File: config.mk
export PLATFORM = sky130hd
export DESIGN_NAME = fss_top
export DESIGN_NICKNAME = d
export VERILOG_FILES = /design/src/fss_pkg.sv /design/src/fss_flux_if.sv /design/src/fss_top.sv /design/src/fss_flux_seq.sv
export SDC_FILE = /design/constraint.sdc
export NUM_CORES = 1
export LEC_CHECK = 0
export CAP_MARGIN = 20
export CORE_MARGIN = 2
export CORE_UTILIZATION = 30
export DETAILED_ROUTE_END_ITERATION = 16
export DONT_BUFFER_PORTS = 1
export GPL_TIMING_DRIVEN = 0
export PLACE_DENSITY = 0.53
export SETUP_SLACK_MARGIN = 0.3
export SLEW_MARGIN = 0
export SYNTH_ARGS = -nofsm -noshare
export SYNTH_HDL_FRONTEND = slang
export SYNTH_SLANG_ARGS = --single-unit
File: constraint.sdc
create_clock -name clk_sys -period 7.5 [get_ports clk_sys]
set_input_delay 0.375 -clock clk_sys [delete_from_list [all_inputs] [get_ports clk_sys]]
set_output_delay 0.375 -clock clk_sys [all_outputs]
set_load 0.005 [all_outputs]
File: src/fss_pkg.sv
// constants, codes and types of the flux start and stop select block
package fss_pkg;
   // timing
   localparam int unsigned CLK_PERIOD_NS = 4;
   localparam int unsigned MS_NS = 1000000;
   // least time per tick: round up
   localparam int unsigned CYC_PER_MS =
      (MS_NS + CLK_PERIOD_NS - 1) / CLK_PERIOD_NS;
   localparam int unsigned DIV_W = 18;
   // widths
   localparam int unsigned AW = 8;
   localparam int unsigned DW = 16;
   localparam int unsigned TW = 14;
   localparam int unsigned NUM_DI = 6;
   localparam int unsigned NUM_LS = 4;
   // register byte offsets
   localparam logic [7:0] OFS_CONFIG = 8'h00;
   localparam logic [7:0] OFS_MIN_TIME = 8'h04;
   localparam logic [7:0] OFS_MAX_TIME = 8'h08;
   localparam logic [7:0] OFS_STOP_MODE = 8'h0C;
   localparam logic [7:0] OFS_SRC_CW = 8'h10;
   localparam logic [7:0] OFS_SRC_ACW = 8'h14;
   localparam logic [7:0] OFS_FLUX_CUR = 8'h18;
   localparam logic [7:0] OFS_BRK_CUR = 8'h1C;
   localparam logic [7:0] OFS_BRK_TIME = 8'h20;
   localparam logic [7:0] OFS_STATUS = 8'h24;
   // status field positions
   localparam int unsigned ST_STATE_LSB = 0;
   localparam int unsigned ST_FLUX_BIT = 3;
   localparam int unsigned ST_CW_BIT = 4;
   localparam int unsigned ST_ACW_BIT = 5;
   localparam int unsigned ST_STILL_BIT = 6;
   // control configurations
   localparam logic [9:0] CFG_VF = 10'h06E;
   localparam logic [9:0] CFG_ASYN = 10'h19A;
   localparam logic [9:0] CFG_SYN = 10'h262;
   // flux-formation time limits and defaults in ms
   localparam logic [13:0] T_LIMIT = 14'h2710;
   localparam logic [13:0] T_ONE = 14'h0001;
   localparam logic [13:0] MIN_DEF_ASYN = 14'h000A;
   localparam logic [13:0] MIN_DEF_SYN = 14'h0032;
   localparam logic [13:0] MAX_DEF_VF = 14'h012C;
   localparam logic [13:0] MAX_DEF_ASYN = 14'h03E8;
   localparam logic [13:0] MAX_DEF_SYN = 14'h0032;
   // stop behaviour codes, one decimal digit each
   localparam logic [3:0] BEH_COAST = 4'h0;
   localparam logic [3:0] BEH_RAMP_OFF = 4'h1;
   localparam logic [3:0] BEH_RAMP_HOLD = 4'h2;
   localparam logic [3:0] BEH_EMER_OFF = 4'h4;
   localparam logic [3:0] BEH_EMER_HOLD = 4'h5;
   localparam logic [3:0] BEH_DC_BRAKE = 4'h7;
   localparam logic [6:0] STOP_MAX = 7'h4D;
   localparam logic [6:0] STOP_TEN = 7'h0A;
   // start source codes
   localparam logic [6:0] SRC_LOW = 7'h00;
   localparam logic [6:0] SRC_HIGH = 7'h01;
   localparam logic [6:0] SRC_DI_BASE = 7'h47;
   localparam logic [6:0] SRC_LS_BASE = 7'h50;
   // reset values
   localparam logic [6:0] STOP_RST = 7'h0B;
   localparam logic [6:0] SRC_CW_RST = 7'h47;
   localparam logic [6:0] SRC_ACW_RST = 7'h48;
   localparam logic [15:0] FLUX_CUR_RST = 16'h0100;
   localparam logic [15:0] BRK_CUR_RST = 16'h0100;
   localparam logic [13:0] BRK_TIME_RST = 14'h000A;

   typedef enum logic [2:0] {
      ST_IDLE, ST_FLUX, ST_RUN, ST_RAMP, ST_HOLD, ST_BRAKE
   } fss_state_t;
endpackage : fss_pkg

File: src/fss_flux_if.sv
// signals between the main block and the flux-formation sequencer
`timescale 1ns/100ps
`default_nettype none
interface fss_flux_if;
   logic start;
   logic abort;
   logic ref_reached;
   logic ms_tick;
   logic [fss_pkg::TW-1:0] min_ms;
   logic [fss_pkg::TW-1:0] max_ms;
   logic active;
   logic done;
   modport ctl (
      output start, abort, ref_reached, ms_tick, min_ms, max_ms,
      input active, done
   );
   modport seq (
      input start, abort, ref_reached, ms_tick, min_ms, max_ms,
      output active, done
   );
endinterface : fss_flux_if
`default_nettype wire

File: src/fss_top.sv
// flux start sequencing and stop behaviour selection of the drive
//
// Design decisions made here: strobed register access and the address map.
`timescale 1ns/100ps
`default_nettype none
module fss_top #(
   parameter int unsigned CYC_PER_MS = fss_pkg::CYC_PER_MS
) (
   // clock and reset
   input wire logic clk_sys,
   input wire logic reset,
   // register port
   input wire logic [fss_pkg::AW-1:0] reg_addr,
   input wire logic [fss_pkg::DW-1:0] reg_wdata,
   input wire logic reg_wr,
   input wire logic reg_rd,
   output logic [fss_pkg::DW-1:0] reg_rdata,
   // start sources
   input wire logic [fss_pkg::NUM_DI-1:0] digital_in,
   input wire logic [fss_pkg::NUM_LS-1:0] logic_sig,
   // feedback from the control loop
   input wire logic flux_ref_reached,
   input wire logic standstill,
   // drive commands
   output logic stage_enable,
   output logic torque_enable,
   output logic run_cw,
   output logic run_acw,
   output logic ramp_stop,
   output logic emergency_stop,
   output logic dc_brake,
   output logic flux_active,
   output logic [fss_pkg::DW-1:0] magnetizing_current,
   output logic [fss_pkg::DW-1:0] brake_current
);
   typedef struct packed {
      logic [fss_pkg::NUM_DI-1:0] di_s1;
      logic [fss_pkg::NUM_DI-1:0] di_s2;
      logic [9:0] cfg;
      logic [13:0] min_ms;
      logic [13:0] max_ms;
      logic [6:0] stop_mode;
      logic [6:0] src_cw;
      logic [6:0] src_acw;
      logic [15:0] flux_cur;
      logic [15:0] brk_cur;
      logic [13:0] brk_ms;
      logic [15:0] rdata;
      fss_pkg::fss_state_t st;
      logic dir_cw;
      logic [3:0] beh;
      logic [fss_pkg::DIV_W-1:0] div;
      logic ms_tick;
      logic [13:0] brk_elapsed;
      logic o_stage;
      logic o_torque;
      logic o_cw;
      logic o_acw;
      logic o_ramp;
      logic o_emer;
      logic o_dcb;
      logic [15:0] o_mag;
      logic [15:0] o_brk;
   } fss_top_t;

   localparam logic [fss_pkg::DIV_W-1:0] DIV_LAST =
      fss_pkg::DIV_W'(CYC_PER_MS - 1);

   function automatic logic src_level(input logic [6:0] code,
         input logic [fss_pkg::NUM_DI-1:0] di,
         input logic [fss_pkg::NUM_LS-1:0] ls);
      logic r;
      r = (code == fss_pkg::SRC_HIGH);
      for (int i = 0; i < fss_pkg::NUM_DI; i++) begin
         if (code == fss_pkg::SRC_DI_BASE + 7'(i)) r = di[i];
      end
      for (int i = 0; i < fss_pkg::NUM_LS; i++) begin
         if (code == fss_pkg::SRC_LS_BASE + 7'(i)) r = ls[i];
      end
      return r;
   endfunction : src_level

   function automatic logic [3:0] tens_digit(input logic [6:0] v);
      return 4'(v / fss_pkg::STOP_TEN);
   endfunction : tens_digit

   function automatic logic [3:0] units_digit(input logic [6:0] v);
      return 4'(v % fss_pkg::STOP_TEN);
   endfunction : units_digit

   function automatic logic digit_ok(input logic [3:0] d);
      return d == fss_pkg::BEH_COAST || d == fss_pkg::BEH_RAMP_OFF ||
         d == fss_pkg::BEH_RAMP_HOLD || d == fss_pkg::BEH_EMER_OFF ||
         d == fss_pkg::BEH_EMER_HOLD || d == fss_pkg::BEH_DC_BRAKE;
   endfunction : digit_ok

   function automatic logic stop_ok(input logic [6:0] v);
      return v <= fss_pkg::STOP_MAX && digit_ok(tens_digit(v)) &&
         digit_ok(units_digit(v));
   endfunction : stop_ok

   // dc brake outside the v/f configuration falls back to coasting
   function automatic logic [3:0] eff_beh(input logic [3:0] d,
         input logic [9:0] cfg);
      if (d == fss_pkg::BEH_DC_BRAKE && cfg != fss_pkg::CFG_VF) begin
         return fss_pkg::BEH_COAST;
      end
      return d;
   endfunction : eff_beh

   fss_top_t q;
   fss_top_t n;
   logic cw;
   logic acw;
   logic one;
   logic both;
   logic stop_req;
   logic flux_start;
   logic restart;
   logic [3:0] sel_beh;

   fss_flux_if fx_if ();

   fss_flux_seq u_flux (
      .clk_sys (clk_sys),
      .reset (reset),
      .fx (fx_if.seq)
   );

   always_comb begin
      n = q;
      n.ms_tick = 1'b0;
      flux_start = 1'b0;
      restart = 1'b0;
      n.di_s1 = digital_in;
      n.di_s2 = q.di_s1;
      cw = src_level(q.src_cw, q.di_s2, logic_sig);
      acw = src_level(q.src_acw, q.di_s2, logic_sig);
      one = cw ^ acw;
      both = cw & acw;
      sel_beh = both ? eff_beh(tens_digit(q.stop_mode), q.cfg) :
         eff_beh(units_digit(q.stop_mode), q.cfg);
      stop_req = !one && (q.st == fss_pkg::ST_FLUX || q.st == fss_pkg::ST_RUN);
      if (q.div == DIV_LAST) begin
         n.div = '0;
         n.ms_tick = 1'b1;
      end else begin
         n.div = q.div + 18'h00001;
      end
      if (reg_wr) begin
         unique case (reg_addr)
            fss_pkg::OFS_CONFIG: begin
               if (reg_wdata[9:0] == fss_pkg::CFG_VF) begin
                  n.cfg = reg_wdata[9:0];
                  n.min_ms = fss_pkg::MIN_DEF_ASYN;
                  n.max_ms = fss_pkg::MAX_DEF_VF;
               end else if (reg_wdata[9:0] == fss_pkg::CFG_ASYN) begin
                  n.cfg = reg_wdata[9:0];
                  n.min_ms = fss_pkg::MIN_DEF_ASYN;
                  n.max_ms = fss_pkg::MAX_DEF_ASYN;
               end else if (reg_wdata[9:0] == fss_pkg::CFG_SYN) begin
                  n.cfg = reg_wdata[9:0];
                  n.min_ms = fss_pkg::MIN_DEF_SYN;
                  n.max_ms = fss_pkg::MAX_DEF_SYN;
               end
            end
            fss_pkg::OFS_MIN_TIME: begin
               if (reg_wdata[15:14] == 2'h0 &&
                     reg_wdata[13:0] <= fss_pkg::T_LIMIT) begin
                  n.min_ms = reg_wdata[13:0];
               end
            end
            fss_pkg::OFS_MAX_TIME: begin
               if (reg_wdata[15:14] == 2'h0 &&
                     reg_wdata[13:0] >= fss_pkg::T_ONE &&
                     reg_wdata[13:0] <= fss_pkg::T_LIMIT) begin
                  n.max_ms = reg_wdata[13:0];
               end
            end
            fss_pkg::OFS_STOP_MODE: begin
               if (reg_wdata[15:7] == 9'h000 && stop_ok(reg_wdata[6:0])) begin
                  n.stop_mode = reg_wdata[6:0];
               end
            end
            fss_pkg::OFS_SRC_CW: n.src_cw = reg_wdata[6:0];
            fss_pkg::OFS_SRC_ACW: n.src_acw = reg_wdata[6:0];
            fss_pkg::OFS_FLUX_CUR: n.flux_cur = reg_wdata;
            fss_pkg::OFS_BRK_CUR: n.brk_cur = reg_wdata;
            fss_pkg::OFS_BRK_TIME: begin
               if (reg_wdata[15:14] == 2'h0 &&
                     reg_wdata[13:0] <= fss_pkg::T_LIMIT) begin
                  n.brk_ms = reg_wdata[13:0];
               end
            end
            default: ;
         endcase
      end
      n.rdata = '0;
      if (reg_rd) begin
         unique case (reg_addr)
            fss_pkg::OFS_CONFIG: n.rdata = {6'h00, q.cfg};
            fss_pkg::OFS_MIN_TIME: n.rdata = {2'h0, q.min_ms};
            fss_pkg::OFS_MAX_TIME: n.rdata = {2'h0, q.max_ms};
            fss_pkg::OFS_STOP_MODE: n.rdata = {9'h000, q.stop_mode};
            fss_pkg::OFS_SRC_CW: n.rdata = {9'h000, q.src_cw};
            fss_pkg::OFS_SRC_ACW: n.rdata = {9'h000, q.src_acw};
            fss_pkg::OFS_FLUX_CUR: n.rdata = q.flux_cur;
            fss_pkg::OFS_BRK_CUR: n.rdata = q.brk_cur;
            fss_pkg::OFS_BRK_TIME: n.rdata = {2'h0, q.brk_ms};
            fss_pkg::OFS_STATUS: begin
               n.rdata[fss_pkg::ST_STATE_LSB +: 3] = 3'(q.st);
               n.rdata[fss_pkg::ST_FLUX_BIT] = fx_if.active;
               n.rdata[fss_pkg::ST_CW_BIT] = cw;
               n.rdata[fss_pkg::ST_ACW_BIT] = acw;
               n.rdata[fss_pkg::ST_STILL_BIT] = standstill;
            end
            default: n.rdata = '0;
         endcase
      end
      unique case (q.st)
         fss_pkg::ST_IDLE: begin
            // every start from idle magnetizes first; a start from hold goes straight to run
            if (one) begin
               n.st = fss_pkg::ST_FLUX;
               n.dir_cw = cw;
               flux_start = 1'b1;
               restart = 1'b1;
            end
         end
         fss_pkg::ST_FLUX: begin
            if (one && fx_if.done) n.st = fss_pkg::ST_RUN;
         end
         fss_pkg::ST_RUN: begin
            if (one) n.dir_cw = cw;
         end
         fss_pkg::ST_RAMP: begin
            if (one) begin
               n.st = fss_pkg::ST_RUN;
               n.dir_cw = cw;
            end else if (standstill) begin
               if (q.beh == fss_pkg::BEH_RAMP_HOLD ||
                     q.beh == fss_pkg::BEH_EMER_HOLD) begin
                  n.st = fss_pkg::ST_HOLD;
               end else begin
                  n.st = fss_pkg::ST_IDLE;
               end
            end
         end
         fss_pkg::ST_HOLD: begin
            if (one) begin
               n.st = fss_pkg::ST_RUN;
               n.dir_cw = cw;
            end
         end
         fss_pkg::ST_BRAKE: begin
            if (q.brk_elapsed >= q.brk_ms) begin
               n.st = fss_pkg::ST_IDLE;
            end else if (q.ms_tick) begin
               n.brk_elapsed = q.brk_elapsed + 14'h0001;
            end
         end
         default: n.st = fss_pkg::ST_IDLE;
      endcase
      if (stop_req) begin
         n.beh = sel_beh;
         unique case (sel_beh)
            fss_pkg::BEH_COAST: n.st = fss_pkg::ST_IDLE;
            fss_pkg::BEH_RAMP_OFF, fss_pkg::BEH_RAMP_HOLD,
            fss_pkg::BEH_EMER_OFF, fss_pkg::BEH_EMER_HOLD:
               n.st = fss_pkg::ST_RAMP;
            fss_pkg::BEH_DC_BRAKE: begin
               n.st = fss_pkg::ST_BRAKE;
               n.brk_elapsed = '0;
               restart = 1'b1;
            end
            default: n.st = fss_pkg::ST_IDLE;
         endcase
      end
      if (restart) begin
         n.div = '0;
         n.ms_tick = 1'b0;
      end
      n.o_stage = (n.st != fss_pkg::ST_IDLE);
      n.o_torque = (n.st == fss_pkg::ST_RUN || n.st == fss_pkg::ST_RAMP ||
         n.st == fss_pkg::ST_HOLD);
      n.o_cw = (n.st == fss_pkg::ST_RUN) && n.dir_cw;
      n.o_acw = (n.st == fss_pkg::ST_RUN) && !n.dir_cw;
      n.o_ramp = (n.st == fss_pkg::ST_RAMP);
      n.o_emer = (n.st == fss_pkg::ST_RAMP) &&
         (n.beh == fss_pkg::BEH_EMER_OFF || n.beh == fss_pkg::BEH_EMER_HOLD);
      n.o_dcb = (n.st == fss_pkg::ST_BRAKE);
      n.o_mag = (n.st == fss_pkg::ST_FLUX) ? n.flux_cur : '0;
      n.o_brk = (n.st == fss_pkg::ST_BRAKE) ? n.brk_cur : '0;
   end

   always_ff @(posedge clk_sys or posedge reset) begin
      if (reset) begin
         q <= '0;
         q.cfg <= fss_pkg::CFG_ASYN;
         q.min_ms <= fss_pkg::MIN_DEF_ASYN;
         q.max_ms <= fss_pkg::MAX_DEF_ASYN;
         q.stop_mode <= fss_pkg::STOP_RST;
         q.src_cw <= fss_pkg::SRC_CW_RST;
         q.src_acw <= fss_pkg::SRC_ACW_RST;
         q.flux_cur <= fss_pkg::FLUX_CUR_RST;
         q.brk_cur <= fss_pkg::BRK_CUR_RST;
         q.brk_ms <= fss_pkg::BRK_TIME_RST;
      end else begin
         q <= n;
      end
   end

   assign fx_if.start = flux_start;
   assign fx_if.abort = stop_req;
   assign fx_if.ref_reached = flux_ref_reached;
   assign fx_if.ms_tick = q.ms_tick;
   assign fx_if.min_ms = q.min_ms;
   assign fx_if.max_ms = q.max_ms;
   assign reg_rdata = q.rdata;
   assign stage_enable = q.o_stage;
   assign torque_enable = q.o_torque;
   assign run_cw = q.o_cw;
   assign run_acw = q.o_acw;
   assign ramp_stop = q.o_ramp;
   assign emergency_stop = q.o_emer;
   assign dc_brake = q.o_dcb;
   assign flux_active = fx_if.active;
   assign magnetizing_current = q.o_mag;
   assign brake_current = q.o_brk;

   a_time_ranges: assert property (@(posedge clk_sys) disable iff (reset)
      q.min_ms <= fss_pkg::T_LIMIT && q.max_ms >= fss_pkg::T_ONE &&
      q.max_ms <= fss_pkg::T_LIMIT) else $error("time out of range");
   a_max_range: assert property (@(posedge clk_sys) disable iff (reset)
      (reg_wr && reg_addr == fss_pkg::OFS_MAX_TIME && reg_wdata == '0)
      |=> $stable(q.max_ms)) else $error("zero maximum accepted");
   a_no_torque_rest: assert property (@(posedge clk_sys) disable iff (reset)
      (q.st == fss_pkg::ST_IDLE) |=> !torque_enable)
      else $error("torque without flux phase");
   a_stop_on_pair: assert property (@(posedge clk_sys) disable iff (reset)
      (q.st == fss_pkg::ST_RUN && !one) |=> !run_cw && !run_acw)
      else $error("no stop on start pair");
   a_both_high_tens: assert property (@(posedge clk_sys) disable iff (reset)
      (q.st == fss_pkg::ST_RUN && both) |=>
      q.beh == eff_beh(tens_digit($past(q.stop_mode)), $past(q.cfg)))
      else $error("wrong digit for both high");
   a_stop_legal: assert property (@(posedge clk_sys) disable iff (reset)
      stop_ok(q.stop_mode)) else $error("illegal stop mode held");
   a_default_src: assert property (@(posedge clk_sys)
      $fell(reset) |-> q.src_cw == fss_pkg::SRC_CW_RST &&
      q.src_acw == fss_pkg::SRC_ACW_RST)
      else $error("wrong default start source");
   a_coast_off: assert property (@(posedge clk_sys) disable iff (reset)
      (stop_req && sel_beh == fss_pkg::BEH_COAST) |=>
      !stage_enable && magnetizing_current == '0)
      else $error("coast kept stage on");
   a_brake_start: assert property (@(posedge clk_sys) disable iff (reset)
      (stop_req && sel_beh == fss_pkg::BEH_DC_BRAKE) |=>
      dc_brake && brake_current == q.brk_cur &&
      $past(q.cfg) == fss_pkg::CFG_VF)
      else $error("dc brake not started");
   a_single_run: assert property (@(posedge clk_sys) disable iff (reset)
      (q.st == fss_pkg::ST_RUN && one) |=>
      run_cw == $past(cw) && run_acw == !$past(cw) && !ramp_stop)
      else $error("single start not run");
   c_coast: cover property (@(posedge clk_sys) disable iff (reset)
      q.st == fss_pkg::ST_RUN ##1 q.st == fss_pkg::ST_IDLE);
   c_brake: cover property (@(posedge clk_sys) disable iff (reset)
      q.st == fss_pkg::ST_BRAKE ##1 q.st == fss_pkg::ST_IDLE);
   c_hold: cover property (@(posedge clk_sys) disable iff (reset)
      q.st == fss_pkg::ST_RAMP ##1 q.st == fss_pkg::ST_HOLD);
   c_flux_run: cover property (@(posedge clk_sys) disable iff (reset)
      q.st == fss_pkg::ST_FLUX ##1 q.st == fss_pkg::ST_RUN);
endmodule : fss_top
`default_nettype wire

File: src/fss_flux_seq.sv
// flux-formation timer: ends the magnetizing phase by min/max time and flux
`timescale 1ns/100ps
`default_nettype none
module fss_flux_seq (
   // clock and reset
   input wire logic clk_sys,
   input wire logic reset,
   // control link
   fss_flux_if.seq fx
);
   typedef struct packed {
      logic busy;
      logic done;
      logic [fss_pkg::TW-1:0] elapsed;
   } fss_flux_t;

   fss_flux_t q;
   fss_flux_t n;
   logic at_min;
   logic at_max;

   always_comb begin
      n = q;
      n.done = 1'b0;
      at_min = (q.elapsed >= fx.min_ms);
      at_max = (q.elapsed >= fx.max_ms);
      if (fx.abort) begin
         n.busy = 1'b0;
      end else if (fx.start) begin
         n.busy = 1'b1;
         n.elapsed = '0;
      end else if (q.busy) begin
         if (at_max || (at_min && fx.ref_reached)) begin
            n.busy = 1'b0;
            n.done = 1'b1;
         end else if (fx.ms_tick) begin
            n.elapsed = q.elapsed + 14'h0001;
         end
      end
   end

   always_ff @(posedge clk_sys or posedge reset) begin
      if (reset) begin
         q <= '0;
      end else begin
         q <= n;
      end
   end

   assign fx.active = q.busy;
   assign fx.done = q.done;

   a_zero_min_end: assert property (@(posedge clk_sys) disable iff (reset)
      (q.busy && !fx.abort && !fx.start && fx.min_ms == '0 && fx.ref_reached)
      |=> (q.done && !q.busy)) else $error("flux not ended at reference");
   a_min_time_hold: assert property (@(posedge clk_sys) disable iff (reset)
      (q.busy && !fx.abort && q.elapsed < fx.min_ms && q.elapsed < fx.max_ms)
      |=> q.busy) else $error("flux ended before minimum time");
   a_equal_time_end: assert property (@(posedge clk_sys) disable iff (reset)
      (q.busy && !fx.abort && fx.min_ms == fx.max_ms && q.elapsed < fx.max_ms)
      |=> q.busy) else $error("flux ended early with equal times");
   a_max_time_end: assert property (@(posedge clk_sys) disable iff (reset)
      (q.busy && !fx.abort && !fx.start && q.elapsed >= fx.max_ms)
      |=> (q.done ##1 !q.done)) else $error("flux outlived maximum time");
   c_flux_by_ref: cover property (@(posedge clk_sys) disable iff (reset)
      q.busy && fx.ref_reached && q.elapsed < fx.max_ms ##1 q.done);
endmodule : fss_flux_seq
`default_nettype wire

==> reports/metrics.cfg <==
[placed_design]
dp.cells=1888
gp_congestion=0.8930
placed_cell_area_um2=13540
io_buffers=0
hpwl_mm=28.45
post-place-ws_ns=2.421

[sta]
finClkSkew_ns=0.01927
timing.hold.ws_ns=0.01609
maxSlewHeadroom_pct=28.41
layout_setup_ws_ns=2.521
worstMarginPinSlew_ns=1.066
setup_viol=0
fmax_mhz=200.8
hold_viol_final=0
fin_crit_sh_pct=66.39
drv_slew=0
rsz0062_at_grt=false
min_period_ns=4.979

[critical_path]
end_kind=flop
start_kind=flop
max_stage_delay_ns=0.90
worst_ep_arrival_time_ns=5.40
cp_max_fo=10
path_delay_family=simple AND/OR/NAND/NOR gates
r2r-end=q[69]
critPathKind=reg2reg
worst_r2r_path_depth=17
ff2ff_setup_slack_ns=2.52
r2r_start=q[145]
crit_required_ns=7.92
crit_chain=inv_1 -> nor2_1 -> nand2_1 -> nand3_1 -> a31oi_1 -> o31ai_1 -> a31oi_1 -> o41ai_1 -> ha_1 -> nor3_1 -> nand2_1 -> and4bb_1 -> buf_4 -> nor2_2 -> nand2_2 -> buf_2 -> nor2_1
critPathBufInv=3
critPathSlowestCell=nor3_1

[grt]
grt_max_degree=117
grt_overflow_total=0
antenna_found_initial=2
grt_pass1_vias=10160
grt_first_pass_wirelength_mm=59.79
track_usage_pct=17.33

[layout]
finalNonFillerCells=1955
design_area_um2=14610
n_antenna_cell=0
nets=1484
syn2layout_area_growth_pct=13.83
final_common_cell=dfrtp_1
drive_above_1_share_pct=15.82
most-common-layout-cells=203 x dfrtp_1, 137 x nand2_1, 102 x nor2_1

[floorplan]
die_area_um2=44440
core.rowCount=75
core-area_um2=42040
pin_count=96
initial_core_util_pct=30.52
fp.dieH_um=210.8
die_w_um=210.8

[detailed_routing]
first_iter_violations=843
ant_nets=0
route.detailed.drc=0
wl_per_cell_um=19.64
viasPerCell=5.231
wl_mm=38.39
drt-pass1-iter-count=6
via_count=10230

[logic_synthesis]
syn-instance-count=1348
ys_seq_area_share_pct=44.91
syn_area_per_cell_um2=9.519
synth_edf_count=0
yosys_register_bits=229
ys_async_sr_fraction_pct=100.0
mappedNetlistNets=1436
yosysWarningCount=0
syn_area_um2=12830
ys.flop_type=dfrtp_1
synth_cell_type_count=87

[pwr]
p_leak_nw=6.446
cellPowerDensity_nw_per_um2=218.2
vdd_drop_max_uv=132.6

[clock_network]
clk_pin_slew_ns=0.06
htreeDepth=1
cts_resized=0
root_buffer=clkbuf_16
worstSkewPairLatency_ns=0.56
numCtsBuffers=26
clock-sinks=229
tritoncts=yes
clockBufferDepth=3

[hold_path]
worst_hold_path_type=in2reg
whs_path_depth=1
min_to=reg_rdata[7]
holdCritStartpoint=reg_rd

[run]
cap_violations=0

[run_status]
outcome=completed

==> stage by stage <==
step	util, %	setup TNS (ns)	total power, mW
CTS	34.71	0	3.226
floorplan	-	0	1.709
detailed placement	32.21	0	1.879
global route	34.74	0	3.336
finish	34.74	0	3.187
global placement	32.13	-354.18	1.871
==> per-layer routing <==
layer	vias up	GRT usage, %	share of wire [%]
li1	4812	-	-
met1	5062	23.95	45
met2	290	27.13	45
met3	61	3.583	6.2
met4	2	5.634	3.2
met5	-	0	0.039
==> worst max path at each step <==
stage	startpoint	end	cells after the start
finish	q[145]	q[69]	17
global route	q[145]	q[65]	17
CTS	q[150]	q[69]	19
detailed placement	q[150]	q[69]	19
global placement	reset	q[202]	1
floorplan	reset	brake_current[0]	1
==> registers in the layout, indices dropped and copies added, names as in the netlist <==
signal / count
emergency_stop: 1
u_flux.fx.active: 1
n: 6
run_acw: 1
run_cw: 1
dc_brake: 1
stage_enable: 1
fx_if.min_ms: 14
reg_rdata: 16
fx_if.max_ms: 14
u_flux.q: 14
fx_if.ms_tick: 1
ramp_stop: 1
torque_enable: 1
q: 123
u_flux.fx.done: 1
brake_current: 16
magnetizing_current: 16
==> Yosys cell counts, drive strengths merged, types with 9 or more instances <==
cell	n	share of area, %
a21oi	64	2.5
inv	75	2.2
buf	71	3.9
ha	48	4.7
nand4	19	0.93
clkbuf	49	1.4
nor3b	24	1.7
nor4	14	0.68
and3	12	0.59
mux2i	15	1.2
nand2b	13	0.69
nand2	138	4.1
dfstp	26	5.3
mux2	44	3.9
nor2	103	3.0
nand3	53	2.1
xor2	15	1.0
a211oi	19	1.1
o211ai	9	0.57
nor2b	31	1.6
nor3	18	0.70
a31oi	16	0.78
o21a	12	0.70
xnor2	28	1.9
dfrtp	203	40
a22oi	9	0.53
o21ai	98	3.8
==> timing repair <==
item / 4_1_cts / 5_1_grt
setup buffers: 0 / 0
endpoints found under the hold margin: 147 / 0
hold buffers: 17 / 0
endpoints found under the setup margin: 0 / 0
==> cell families (layout without fill, tap and decap cells) <==
logic type / after synthesis / count (layout) / share of synthesized area (%)
muxes: 66 / 66 / 6.260
xor gates and xnor gates: 43 / 43 / 2.935
adders and majority gates: 49 / 49 / 4.759
buffers and inverters: 196 / 264 / 7.547
AOI/OAI and AO/OA: 294 / 294 / 14.72
and+or+nand+nor: 471 / 471 / 18.86
DFF: 229 / 229 / 44.91
==> report_power, final <==
part / total (mW) / switching [mW] / internal [mW]
Sequential: 1.37 / 0.0601 / 1.31
Clock: 1.32 / 0.546 / 0.778
Combinational: 0.493 / 0.332 / 0.160
Total: 3.19 / 0.939 / 2.25
==> area by class of cell <==
class                   count  area (um^2)
repair buffers             20        210.2
flip-flops and latches    229         5763
well taps                 539        674.4
clock inverters            18        175.2
plain buffers             120        683.2
multi-input cells         923         6100
inverters                  76        292.8
fillers                  4263        27440
clock buffers              30        706.9
Note: power is estimated with default switching activity, not from simulation.
